**config.mk**
```make
export PLATFORM = sky130hd
export DESIGN_NAME = tpc_regs
export DESIGN_NICKNAME = d
export VERILOG_FILES = /design/src/rtl/tpc_pkg.sv /design/src/rtl/tpc_eval_tick.sv /design/src/rtl/tpc_regs.sv
export SDC_FILE = /design/constraint.sdc
export NUM_CORES = 1
export LEC_CHECK = 0
export BUFFER_PORTS_ARGS = -buffer_cell sky130_fd_sc_hd__buf_2
export CAP_MARGIN = 20
export CORE_UTILIZATION = 55
export CTS_CLUSTER_DIAMETER = 80
export DETAILED_ROUTE_END_ITERATION = 10
export GPL_TIMING_DRIVEN = 0
export PLACE_DENSITY = 0.88
export SLEW_MARGIN = 20
export SYNTH_ARGS = -nofsm -noshare
export SYNTH_HDL_FRONTEND = slang
export SYNTH_SLANG_ARGS = --single-unit
```
**constraint.sdc**
```tcl
create_clock -name CLOCK -period 1.85 [get_ports CLOCK]
set_clock_uncertainty 0.2 [all_clocks]
set_input_delay 0.0925 -clock CLOCK [delete_from_list [all_inputs] [get_ports CLOCK]]
set_output_delay 0.0925 -clock CLOCK [all_outputs]
set_load 0.02 [all_outputs]
```
**src/rtl/tpc_pkg.sv**
```systemverilog
// package for the thermistor profile configuration registers
// assumes an 8-bit register port from the serial interface front end
`default_nettype none
package tpc_pkg;
   // ---------------------------------------------------------------
   // register map
   // ---------------------------------------------------------------
   localparam logic [7:0] TPC_ADDR_CTRL_A  = 8'h1A;
   localparam logic [7:0] TPC_ADDR_CTRL_B  = 8'h1B;
   localparam logic [7:0] TPC_RST_CTRL_A   = 8'h3D;
   localparam logic [7:0] TPC_RST_CTRL_B   = 8'h25;
   // ---------------------------------------------------------------
   // field positions
   // ---------------------------------------------------------------
   localparam int TPC_OVR_BIT      = 7;
   localparam int TPC_OTG_HOT_LSB  = 5;
   localparam int TPC_OTG_COLD_BIT = 4;
   localparam int TPC_WARM_I_LSB   = 2;
   localparam int TPC_COOL_I_LSB   = 0;
   localparam int TPC_COLD_SEL_LSB = 5;
   localparam int TPC_HOT_SEL_LSB  = 2;
   localparam int TPC_WARM_V_LSB   = 0;
   // ---------------------------------------------------------------
   // codes
   // ---------------------------------------------------------------
   localparam logic [1:0] TPC_HOT_DISABLE = 2'h3;
   localparam logic [1:0] TPC_I_SUSPEND   = 2'h0;
   localparam logic [1:0] TPC_I_PCT20     = 2'h1;
   localparam logic [1:0] TPC_I_PCT40     = 2'h2;
   localparam logic [1:0] TPC_I_FULL      = 2'h3;
   localparam logic [1:0] TPC_V_UNCHANGED = 2'h3;
   // zone evaluation period in cycles of the 10 MHz clock
   localparam int TPC_EVAL_PERIOD_US   = 10;
   localparam int TPC_CLOCK_MHZ        = 10;
   localparam int TPC_EVAL_CYCLES      = TPC_EVAL_PERIOD_US * TPC_CLOCK_MHZ;
   // temperature zones as seen by the comparators
   typedef enum logic [2:0] {
      TPC_ZONE_COLD, TPC_ZONE_COOL, TPC_ZONE_NORMAL, TPC_ZONE_WARM, TPC_ZONE_HOT
   } tpc_zone_t;
endpackage : tpc_pkg
`default_nettype wire

```
**src/rtl/tpc_eval_tick.sv**
```systemverilog
// evaluation strobe divider
// assumes one free-running clock
`timescale 1ns/10ps
`default_nettype none
module tpc_eval_tick
#(
   parameter int CYCLES = 100
)
(
   input  wire logic CLOCK,
   input  wire logic RESET_N,
   output logic      tick
);
   logic [15:0] cnt_r;
   logic [15:0] cnt_nxt;
   logic        tick_nxt;

   always_comb
   begin
      tick_nxt = (cnt_r == 16'(CYCLES - 1));
      cnt_nxt  = tick_nxt ? 16'h0000 : cnt_r + 16'h0001;
   end

   always_ff @(posedge CLOCK or negedge RESET_N)
   begin
      if (!RESET_N)
      begin
         cnt_r <= 16'h0000;
         tick  <= 1'b0;
      end
      else
      begin
         cnt_r <= cnt_nxt;
         tick  <= tick_nxt;
      end
   end
endmodule // tpc_eval_tick
`default_nettype wire

```
**src/rtl/tpc_regs.sv**
```systemverilog
// thermistor profile configuration registers and decoded settings
// assumes the serial front end gives a one-cycle write strobe with address and data,
// and that the comparator bank reports the raw temperature zone
// Functional notes
// - with the override bit set the zone is taken as normal, charging and otg are allowed.
// - the override bit resets to 0 on power reset, register reset and watchdog expiry.
// - otg hot code picks 55, 60 or 65 degrees, code 3 disables the hot check, default 1.
// - otg cold bit picks -20 (0) or -10 (1) degrees, default 1.
// - warm current code: suspend, 20%, 40% or unchanged, default unchanged.
// - cool current code uses the same encoding with default 20%.
// - cold-side comparator select is a 3-bit code, default 1.
// - hot-side comparator select is a 3-bit code, default 1.
// - warm voltage code lowers the target by 300, 200 or 100 mV, or leaves it, default 200.
// - control a sits at 1Ah, resets to 3Dh, other fields restored by power reset and register reset.
// - control b sits at 1Bh, resets to 25h, restored by power reset and register reset.
`timescale 1ns/10ps
`default_nettype none
module tpc_regs
   import tpc_pkg::*;
#(
   parameter int EVAL_CYCLES = tpc_pkg::TPC_EVAL_CYCLES
)
(
   input  wire logic                CLOCK,
   input  wire logic                RESET_N,
   input  wire logic                REG_RESET,
   input  wire logic                WATCHDOG_EXPIRED,
   input  wire logic                WR_EN,
   input  wire logic [7:0]          ADDR,
   input  wire logic [7:0]          WR_DATA,
   output logic      [7:0]          RD_DATA,
   input  wire tpc_pkg::tpc_zone_t  RAW_ZONE,
   output tpc_pkg::tpc_zone_t       THERMISTOR_CONDITION,
   output logic                     CHARGE_ALLOW,
   output logic                     OTG_ALLOW,
   output logic      [1:0]          CHARGE_CURRENT_SEL,
   output logic      [1:0]          CHARGE_VOLTAGE_SEL,
   output logic      [1:0]          OTG_HOT_LIMIT,
   output logic                     OTG_COLD_LIMIT,
   output logic      [2:0]          COLD_SIDE_COMPARATOR_SEL,
   output logic      [2:0]          HOT_SIDE_COMPARATOR_SEL
);
   import tpc_pkg::*;

   // ---------------------------------------------------------------
   // registers
   // ---------------------------------------------------------------
   logic [7:0] ctrl_a_r;
   logic [7:0] ctrl_a_nxt;
   logic [7:0] ctrl_b_r;
   logic [7:0] ctrl_b_nxt;
   logic [7:0] rd_nxt;
   logic       eval_tick;

   always_comb
   begin
      ctrl_a_nxt = ctrl_a_r;
      ctrl_b_nxt = ctrl_b_r;
      if (REG_RESET)
      begin
         ctrl_a_nxt = TPC_RST_CTRL_A;
         ctrl_b_nxt = TPC_RST_CTRL_B;
      end
      else
      begin
         if (WR_EN && ADDR == TPC_ADDR_CTRL_A)
            ctrl_a_nxt = WR_DATA;
         if (WR_EN && ADDR == TPC_ADDR_CTRL_B)
            ctrl_b_nxt = WR_DATA;
         // watchdog only touches the override bit
         if (WATCHDOG_EXPIRED)
            ctrl_a_nxt[TPC_OVR_BIT] = TPC_RST_CTRL_A[TPC_OVR_BIT];
      end
      unique case (ADDR)
         TPC_ADDR_CTRL_A: rd_nxt = ctrl_a_nxt;
         TPC_ADDR_CTRL_B: rd_nxt = ctrl_b_nxt;
         default:         rd_nxt = 8'h00;
      endcase
   end

   always_ff @(posedge CLOCK or negedge RESET_N)
   begin
      if (!RESET_N)
      begin
         ctrl_a_r <= TPC_RST_CTRL_A;
         ctrl_b_r <= TPC_RST_CTRL_B;
         RD_DATA  <= 8'h00;
      end
      else
      begin
         ctrl_a_r <= ctrl_a_nxt;
         ctrl_b_r <= ctrl_b_nxt;
         RD_DATA  <= rd_nxt;
      end
   end

   // ---------------------------------------------------------------
   // zone evaluation
   // ---------------------------------------------------------------
   // settings are sampled only on the tick, so a pair of writes glitches the outputs only if a tick falls between them
   tpc_eval_tick #(.CYCLES(EVAL_CYCLES)) u_tick
   (
      .CLOCK   (CLOCK),
      .RESET_N (RESET_N),
      .tick    (eval_tick)
   );

   // ---------------------------------------------------------------
   // field decode helpers
   // ---------------------------------------------------------------
   // every setting is a slice of one of the two registers; the two picks keep
   // the positions in the package and nowhere else
   function automatic logic [1:0] field2(input logic [7:0] reg_val, input int lsb);
      return reg_val[lsb +: 2];
   endfunction

   function automatic logic [2:0] field3(input logic [7:0] reg_val, input int lsb);
      return reg_val[lsb +: 3];
   endfunction

   // a zone current code of zero suspends charging in that zone
   function automatic logic charge_permitted(input logic [1:0] code);
      return (code != TPC_I_SUSPEND);
   endfunction

   tpc_zone_t  zone_eval;
   logic       chg_eval;
   logic       otg_eval;
   logic [1:0] isel_eval;
   logic [1:0] vsel_eval;
   logic [1:0] hot_f;
   logic [1:0] warm_i;
   logic [1:0] cool_i;
   tpc_zone_t  cond_nxt;
   logic       chg_nxt;
   logic       otg_nxt;
   logic [1:0] isel_nxt;
   logic [1:0] vsel_nxt;
   logic [1:0] hot_lim_nxt;
   logic       cold_lim_nxt;
   logic [2:0] cold_sel_nxt;
   logic [2:0] hot_sel_nxt;

   always_comb
   begin
      hot_f     = field2(ctrl_a_r, TPC_OTG_HOT_LSB);
      warm_i    = field2(ctrl_a_r, TPC_WARM_I_LSB);
      cool_i    = field2(ctrl_a_r, TPC_COOL_I_LSB);
      zone_eval = ctrl_a_r[TPC_OVR_BIT] ? TPC_ZONE_NORMAL : RAW_ZONE;
      chg_eval  = 1'b1;
      otg_eval  = 1'b1;
      isel_eval = TPC_I_FULL;
      vsel_eval = TPC_V_UNCHANGED;
      unique case (zone_eval)
         TPC_ZONE_COLD:
         begin
            chg_eval  = 1'b0;
            otg_eval  = 1'b0;
            isel_eval = TPC_I_SUSPEND;
         end
         TPC_ZONE_COOL:
         begin
            isel_eval = cool_i;
            chg_eval  = charge_permitted(cool_i);
         end
         TPC_ZONE_WARM:
         begin
            isel_eval = warm_i;
            chg_eval  = charge_permitted(warm_i);
            vsel_eval = field2(ctrl_b_r, TPC_WARM_V_LSB);
         end
         TPC_ZONE_HOT:
         begin
            chg_eval  = 1'b0;
            isel_eval = TPC_I_SUSPEND;
            otg_eval  = (hot_f == TPC_HOT_DISABLE);
         end
         default:
         begin
            // normal zone, and any unused comparator code, charges as programmed
            chg_eval  = 1'b1;
         end
      endcase
      // between ticks everything holds, so a half-written profile reaches the pins only if a tick falls between its writes
      cond_nxt     = THERMISTOR_CONDITION;
      chg_nxt      = CHARGE_ALLOW;
      otg_nxt      = OTG_ALLOW;
      isel_nxt     = CHARGE_CURRENT_SEL;
      vsel_nxt     = CHARGE_VOLTAGE_SEL;
      hot_lim_nxt  = OTG_HOT_LIMIT;
      cold_lim_nxt = OTG_COLD_LIMIT;
      cold_sel_nxt = COLD_SIDE_COMPARATOR_SEL;
      hot_sel_nxt  = HOT_SIDE_COMPARATOR_SEL;
      if (eval_tick)
      begin
         cond_nxt     = zone_eval;
         chg_nxt      = chg_eval;
         otg_nxt      = otg_eval;
         isel_nxt     = isel_eval;
         vsel_nxt     = vsel_eval;
         hot_lim_nxt  = hot_f;
         cold_lim_nxt = ctrl_a_r[TPC_OTG_COLD_BIT];
         cold_sel_nxt = field3(ctrl_b_r, TPC_COLD_SEL_LSB);
         hot_sel_nxt  = field3(ctrl_b_r, TPC_HOT_SEL_LSB);
      end
   end

   always_ff @(posedge CLOCK or negedge RESET_N)
   begin
      if (!RESET_N)
      begin
         THERMISTOR_CONDITION     <= TPC_ZONE_NORMAL;
         CHARGE_ALLOW             <= 1'b0;
         OTG_ALLOW                <= 1'b0;
         CHARGE_CURRENT_SEL       <= TPC_I_FULL;
         CHARGE_VOLTAGE_SEL       <= TPC_V_UNCHANGED;
         OTG_HOT_LIMIT            <= TPC_RST_CTRL_A[TPC_OTG_HOT_LSB +: 2];
         OTG_COLD_LIMIT           <= TPC_RST_CTRL_A[TPC_OTG_COLD_BIT];
         COLD_SIDE_COMPARATOR_SEL <= TPC_RST_CTRL_B[TPC_COLD_SEL_LSB +: 3];
         HOT_SIDE_COMPARATOR_SEL  <= TPC_RST_CTRL_B[TPC_HOT_SEL_LSB +: 3];
      end
      else
      begin
         THERMISTOR_CONDITION     <= cond_nxt;
         CHARGE_ALLOW             <= chg_nxt;
         OTG_ALLOW                <= otg_nxt;
         CHARGE_CURRENT_SEL       <= isel_nxt;
         CHARGE_VOLTAGE_SEL       <= vsel_nxt;
         OTG_HOT_LIMIT            <= hot_lim_nxt;
         OTG_COLD_LIMIT           <= cold_lim_nxt;
         COLD_SIDE_COMPARATOR_SEL <= cold_sel_nxt;
         HOT_SIDE_COMPARATOR_SEL  <= hot_sel_nxt;
      end
   end
endmodule // tpc_regs
`default_nettype wire

```
==> impl_results.rst <==
.. list-table::
   :header-rows: 1

   * - Metric
     - Value
   * - Placed Area
     - 3070 um^2
   * - Clock-pin slew reported for the worst setup and hold paths after clock tree synthesis
     - 70 ps
   * - Total track usage
     - 27.3%
   * - Inserted Clock Buffers
     - 9
   * - Share of cells above drive strength 1
     - 32.2%
   * - Antenna viol nets, final
     - 0
   * - RSZ-0062 raised after global routing
     - false
   * - Overall die area
     - 5280 um^2
   * - Maximum number of buffers from clock root to sink
     - 2
   * - Number of synthesized flops with an enable pin
     - 0
   * - Crit Path Max Fanout
     - 8
   * - Total negative slack for setup checks
     - 0 ps
   * - Period utilization
     - 94.8%
   * - Outcome
     - finished, final reports clean
   * - Post-synthesis cell type with the largest combined area
     - sky130_fd_sc_hd__dfrtp_1
   * - Critical path, cell by cell
     - buf_2 > nor3b_1 > nand2_1 > a2111oi_0
   * - Required time at the endpoint of the critical path
     - 1800 ps
   * - Initial detailed-routing violation count
     - 184
   * - Kind of launch point of the worst setup path
     - primary input
   * - Area growth from synthesis to layout
     - 26.5%
   * - Sequential-to-total area share from yosys stat
     - 54.5%
   * - Maximum number of pins on one net before global-route repair
     - 60
   * - Global placer's final weighted congestion
     - 0.861
   * - Chip Height
     - 72.7 um
   * - Cell Count Post-Placement
     - 363
   * - Maximum single-stage delay on the critical path
     - 750 ps
   * - Multi-input combinational cell area
     - 1180 um^2
   * - Cell area after synthesis
     - 2750 um^2
   * - Synth Area per Inst
     - 11.1 um^2
   * - Row Count
     - 25
   * - Critical path class
     - primary input to flop
   * - Max Clk Rate
     - 0.570 GHz
   * - Power density over the cells
     - 737 nW/um^2
   * - Core Region
     - 4750 um^2
   * - Signal arrival time at the worst endpoint
     - 1700 ps
   * - GR Overflow Total
     - 0
   * - First-pass GRT wire length
     - 10600 um
   * - Antenna diode count
     - 0
   * - Clock tree from TritonCTS
     - done
   * - Clock tree sinks
     - 59
   * - Via-to-Cell Ratio
     - 5.80
   * - Count of placed standard cells in the final layout, fillers left out
     - 399
   * - Final setup fails
     - 0
   * - Root Driver
     - sky130_fd_sc_hd__clkbuf_8
   * - Count of pins on the block boundary
     - 50
   * - Synthesis Warnings
     - 0
   * - Number of remaining DRC errors
     - 0
   * - Number of search-and-repair iterations in the first detailed-routing pass
     - 4
   * - Yosys top cell area share
     - 38.3%
   * - Number of endpoints with negative hold slack in the final report
     - 0
   * - Max Transition Viols Final
     - 0
   * - Initial core utilization
     - 57.8%
   * - Total wire length
     - 6550 um
   * - Remaining max-slew budget at the tightest pin
     - 46.5%
   * - Worst-Skew Late Latency
     - 340 ps
   * - Final core utilization
     - 73.1%
   * - HP Class
     - primary input to flop
   * - Width of the chip
     - 72.7 um
   * - Count of filler cells inserted in the layout
     - 308
   * - Primary FF master, synth
     - sky130_fd_sc_hd__dfrtp_1
   * - Max-cap check violation count
     - 0
   * - Number of input and output port buffers inserted
     - 48
   * - H-tree level count
     - 3
   * - FF+latch area
     - 1500 um^2
   * - Detailed placer's ending HPWL
     - 4210 um
   * - Largest cells by area after synthesis
     - sky130_fd_sc_hd__dfrtp_1 (38%), sky130_fd_sc_hd__dfstp_2 (16%), sky130_fd_sc_hd__mux2i_1 (6.2%)
   * - Via count of the first global-routing pass
     - 2203
   * - Flip-flop and latch count after synthesis
     - 59
   * - Per-cell routed wire length
     - 16.4 um
   * - Number of nets in the synthesized netlist
     - 273
   * - Nets
     - 352
   * - Peak supply drop
     - 0.398 mV
   * - Crit-path slowest cell
     - sky130_fd_sc_hd__a2111oi_0
   * - Post-Synthesis Cells
     - 248
   * - Initial antenna violation count
     - 0
   * - Total via count in the routed design
     - 2316
   * - Cell variety after synth
     - 43
   * - Pin slew with the least headroom to its limit
     - 782 ps
   * - Lkg Pwr
     - 1.57 nW
   * - Summed area of non-filler cells in the final layout
     - 3470 um^2
   * - Critical path endpoint category
     - flop
   * - Share of flip-flops with an asynchronous set or reset
     - 100%
   * - Shortest clock period the worst path allows after layout
     - 1750 ps
[critical path, delay by kind of cell]
family / cells / cell delay (ps)
compound gates: 1 / 750
buf+inv: 1 / 100
simple gates: 2 / 750
[cell families (layout without fill, tap and decap cells)]
group | Yosys count | count (layout) | share of synthesized area (%)
AO/OA/AOI/OAI | 36 | 36 | 8.52
XOR/XNOR | 12 | 12 | 3.83
adder cells (fa/ha/maj) | 1 | 1 | 0.456
AND/OR/NAND/NOR | 92 | 92 | 18.3
multiplexers | 30 | 30 | 11.5
buffers and inverters | 18 | 102 | 2.82
flip-flops | 59 | 59 | 54.5
[per-layer routing]
metal  wire length [um]  track usage, %  up-vias
met4                262            18.5        0
met3                377            5.39       27
met5                  0               0        -
met1               2800            35.6     1132
li1                   -               -     1055
met2               3100            41.4      102
[layout by cell type, fill, tap and decap left out, types with 7 or more instances in the layout]
cell type,instances
sky130_fd_sc_hd__nand2_1,10
sky130_fd_sc_hd__buf_2,49
sky130_fd_sc_hd__nand3_1,7
sky130_fd_sc_hd__dfstp_2,17
sky130_fd_sc_hd__mux2_2,13
sky130_fd_sc_hd__mux2i_1,17
sky130_fd_sc_hd__nor2_1,29
sky130_fd_sc_hd__xor2_1,7
sky130_fd_sc_hd__clkbuf_8,13
sky130_fd_sc_hd__nor3_1,7
sky130_fd_sc_hd__dfrtp_1,42
sky130_fd_sc_hd__clkbuf_1,10
sky130_fd_sc_hd__o21ai_0,7
sky130_fd_sc_hd__dlygate4sd3_1,19
sky130_fd_sc_hd__a21oi_1,14
[final timing paths]
check,end,cells past startpoint,start,slack (ps)
setup / recovery,RD_DATA[1]$_DFF_PN0_,4,ADDR[5],100
setup reg to reg,u_tick.cnt_r[15]$_DFF_PN0_,5,u_tick.cnt_r[2]$_DFF_PN0_,110
max in group asynchronous,ctrl_a_r[1]$_DFF_PN0_,2,RESET_N,830
min in group asynchronous,HOT_SIDE_COMPARATOR_SEL[1]$_DFFE_PN0P_,2,RESET_N,160
hold reg to reg,CHARGE_CURRENT_SEL[1]$_DFFE_PN1P_,2,CHARGE_CURRENT_SEL[1]$_DFFE_PN1P_,290
hold / removal,RD_DATA[4]$_DFF_PN0_,3,ADDR[0],100
[cell usage after synthesis (3+ instances only)]
library cell	n
sky130_fd_sc_hd__dfrtp_1	42
sky130_fd_sc_hd__nor2_1	29
sky130_fd_sc_hd__dfstp_2	17
sky130_fd_sc_hd__mux2i_1	17
sky130_fd_sc_hd__a21oi_1	14
sky130_fd_sc_hd__mux2_2	13
sky130_fd_sc_hd__clkbuf_1	10
sky130_fd_sc_hd__nand2_1	10
sky130_fd_sc_hd__nand3_1	7
sky130_fd_sc_hd__nor3_1	7
sky130_fd_sc_hd__nor4_1	7
sky130_fd_sc_hd__o21ai_0	7
sky130_fd_sc_hd__xor2_1	7
sky130_fd_sc_hd__nand4_1	6
sky130_fd_sc_hd__or3_1	5
sky130_fd_sc_hd__xnor2_1	5
sky130_fd_sc_hd__inv_1	4
sky130_fd_sc_hd__nand2b_1	4
sky130_fd_sc_hd__nor2b_1	3
sky130_fd_sc_hd__o31ai_1	3
[flip-flops by register name, summed over array words and instances, names as in the netlist, 3 cells and up]
signal / cells
HOT_SIDE_COMPARATOR_SEL: 3
THERMISTOR_CONDITION: 3
COLD_SIDE_COMPARATOR_SEL: 3
ctrl_b_r: 8
RD_DATA: 8
u_tick.cnt_r: 16
ctrl_a_r: 8
[cell type report]
type,instances,share of cell area [%]
Buffer,12,1.62
Clock buffer,15,5.37
Clock inverter,1,0.144
Inverter,5,0.540
Multi-Input combinational cell,171,33.9
Sequential cell,59,43.1
Tap cell,67,2.41
Timing Repair Buffer,69,12.9
[repair_timing]
action                     CTS  global route
hold buffers                19             0
hold endpoints to repair    69             0
setup buffers                1             1
pin swaps                    1             1
gates resized for setup      1             2
setup endpoints to repair    1            19
[power by group]
group | switching, mW | internal, mW
Sequential | 0.000544 | 1.29
Combinational | 0.0962 | 0.0659
Clock | 0.473 | 0.632
[per-stage QoR]
stage	power (mW)	hold slack, ps	setup WS (ps)
finish	2.56	104	95.5
global route	2.64	109	37.4
CTS	2.57	70.6	3.85
detailed placement	1.45	-5.95	-137
global placement	1.44	173	21.3
floorplan	1.37	-403	251
No activity file was read; power rests on OpenSTA's default activity.
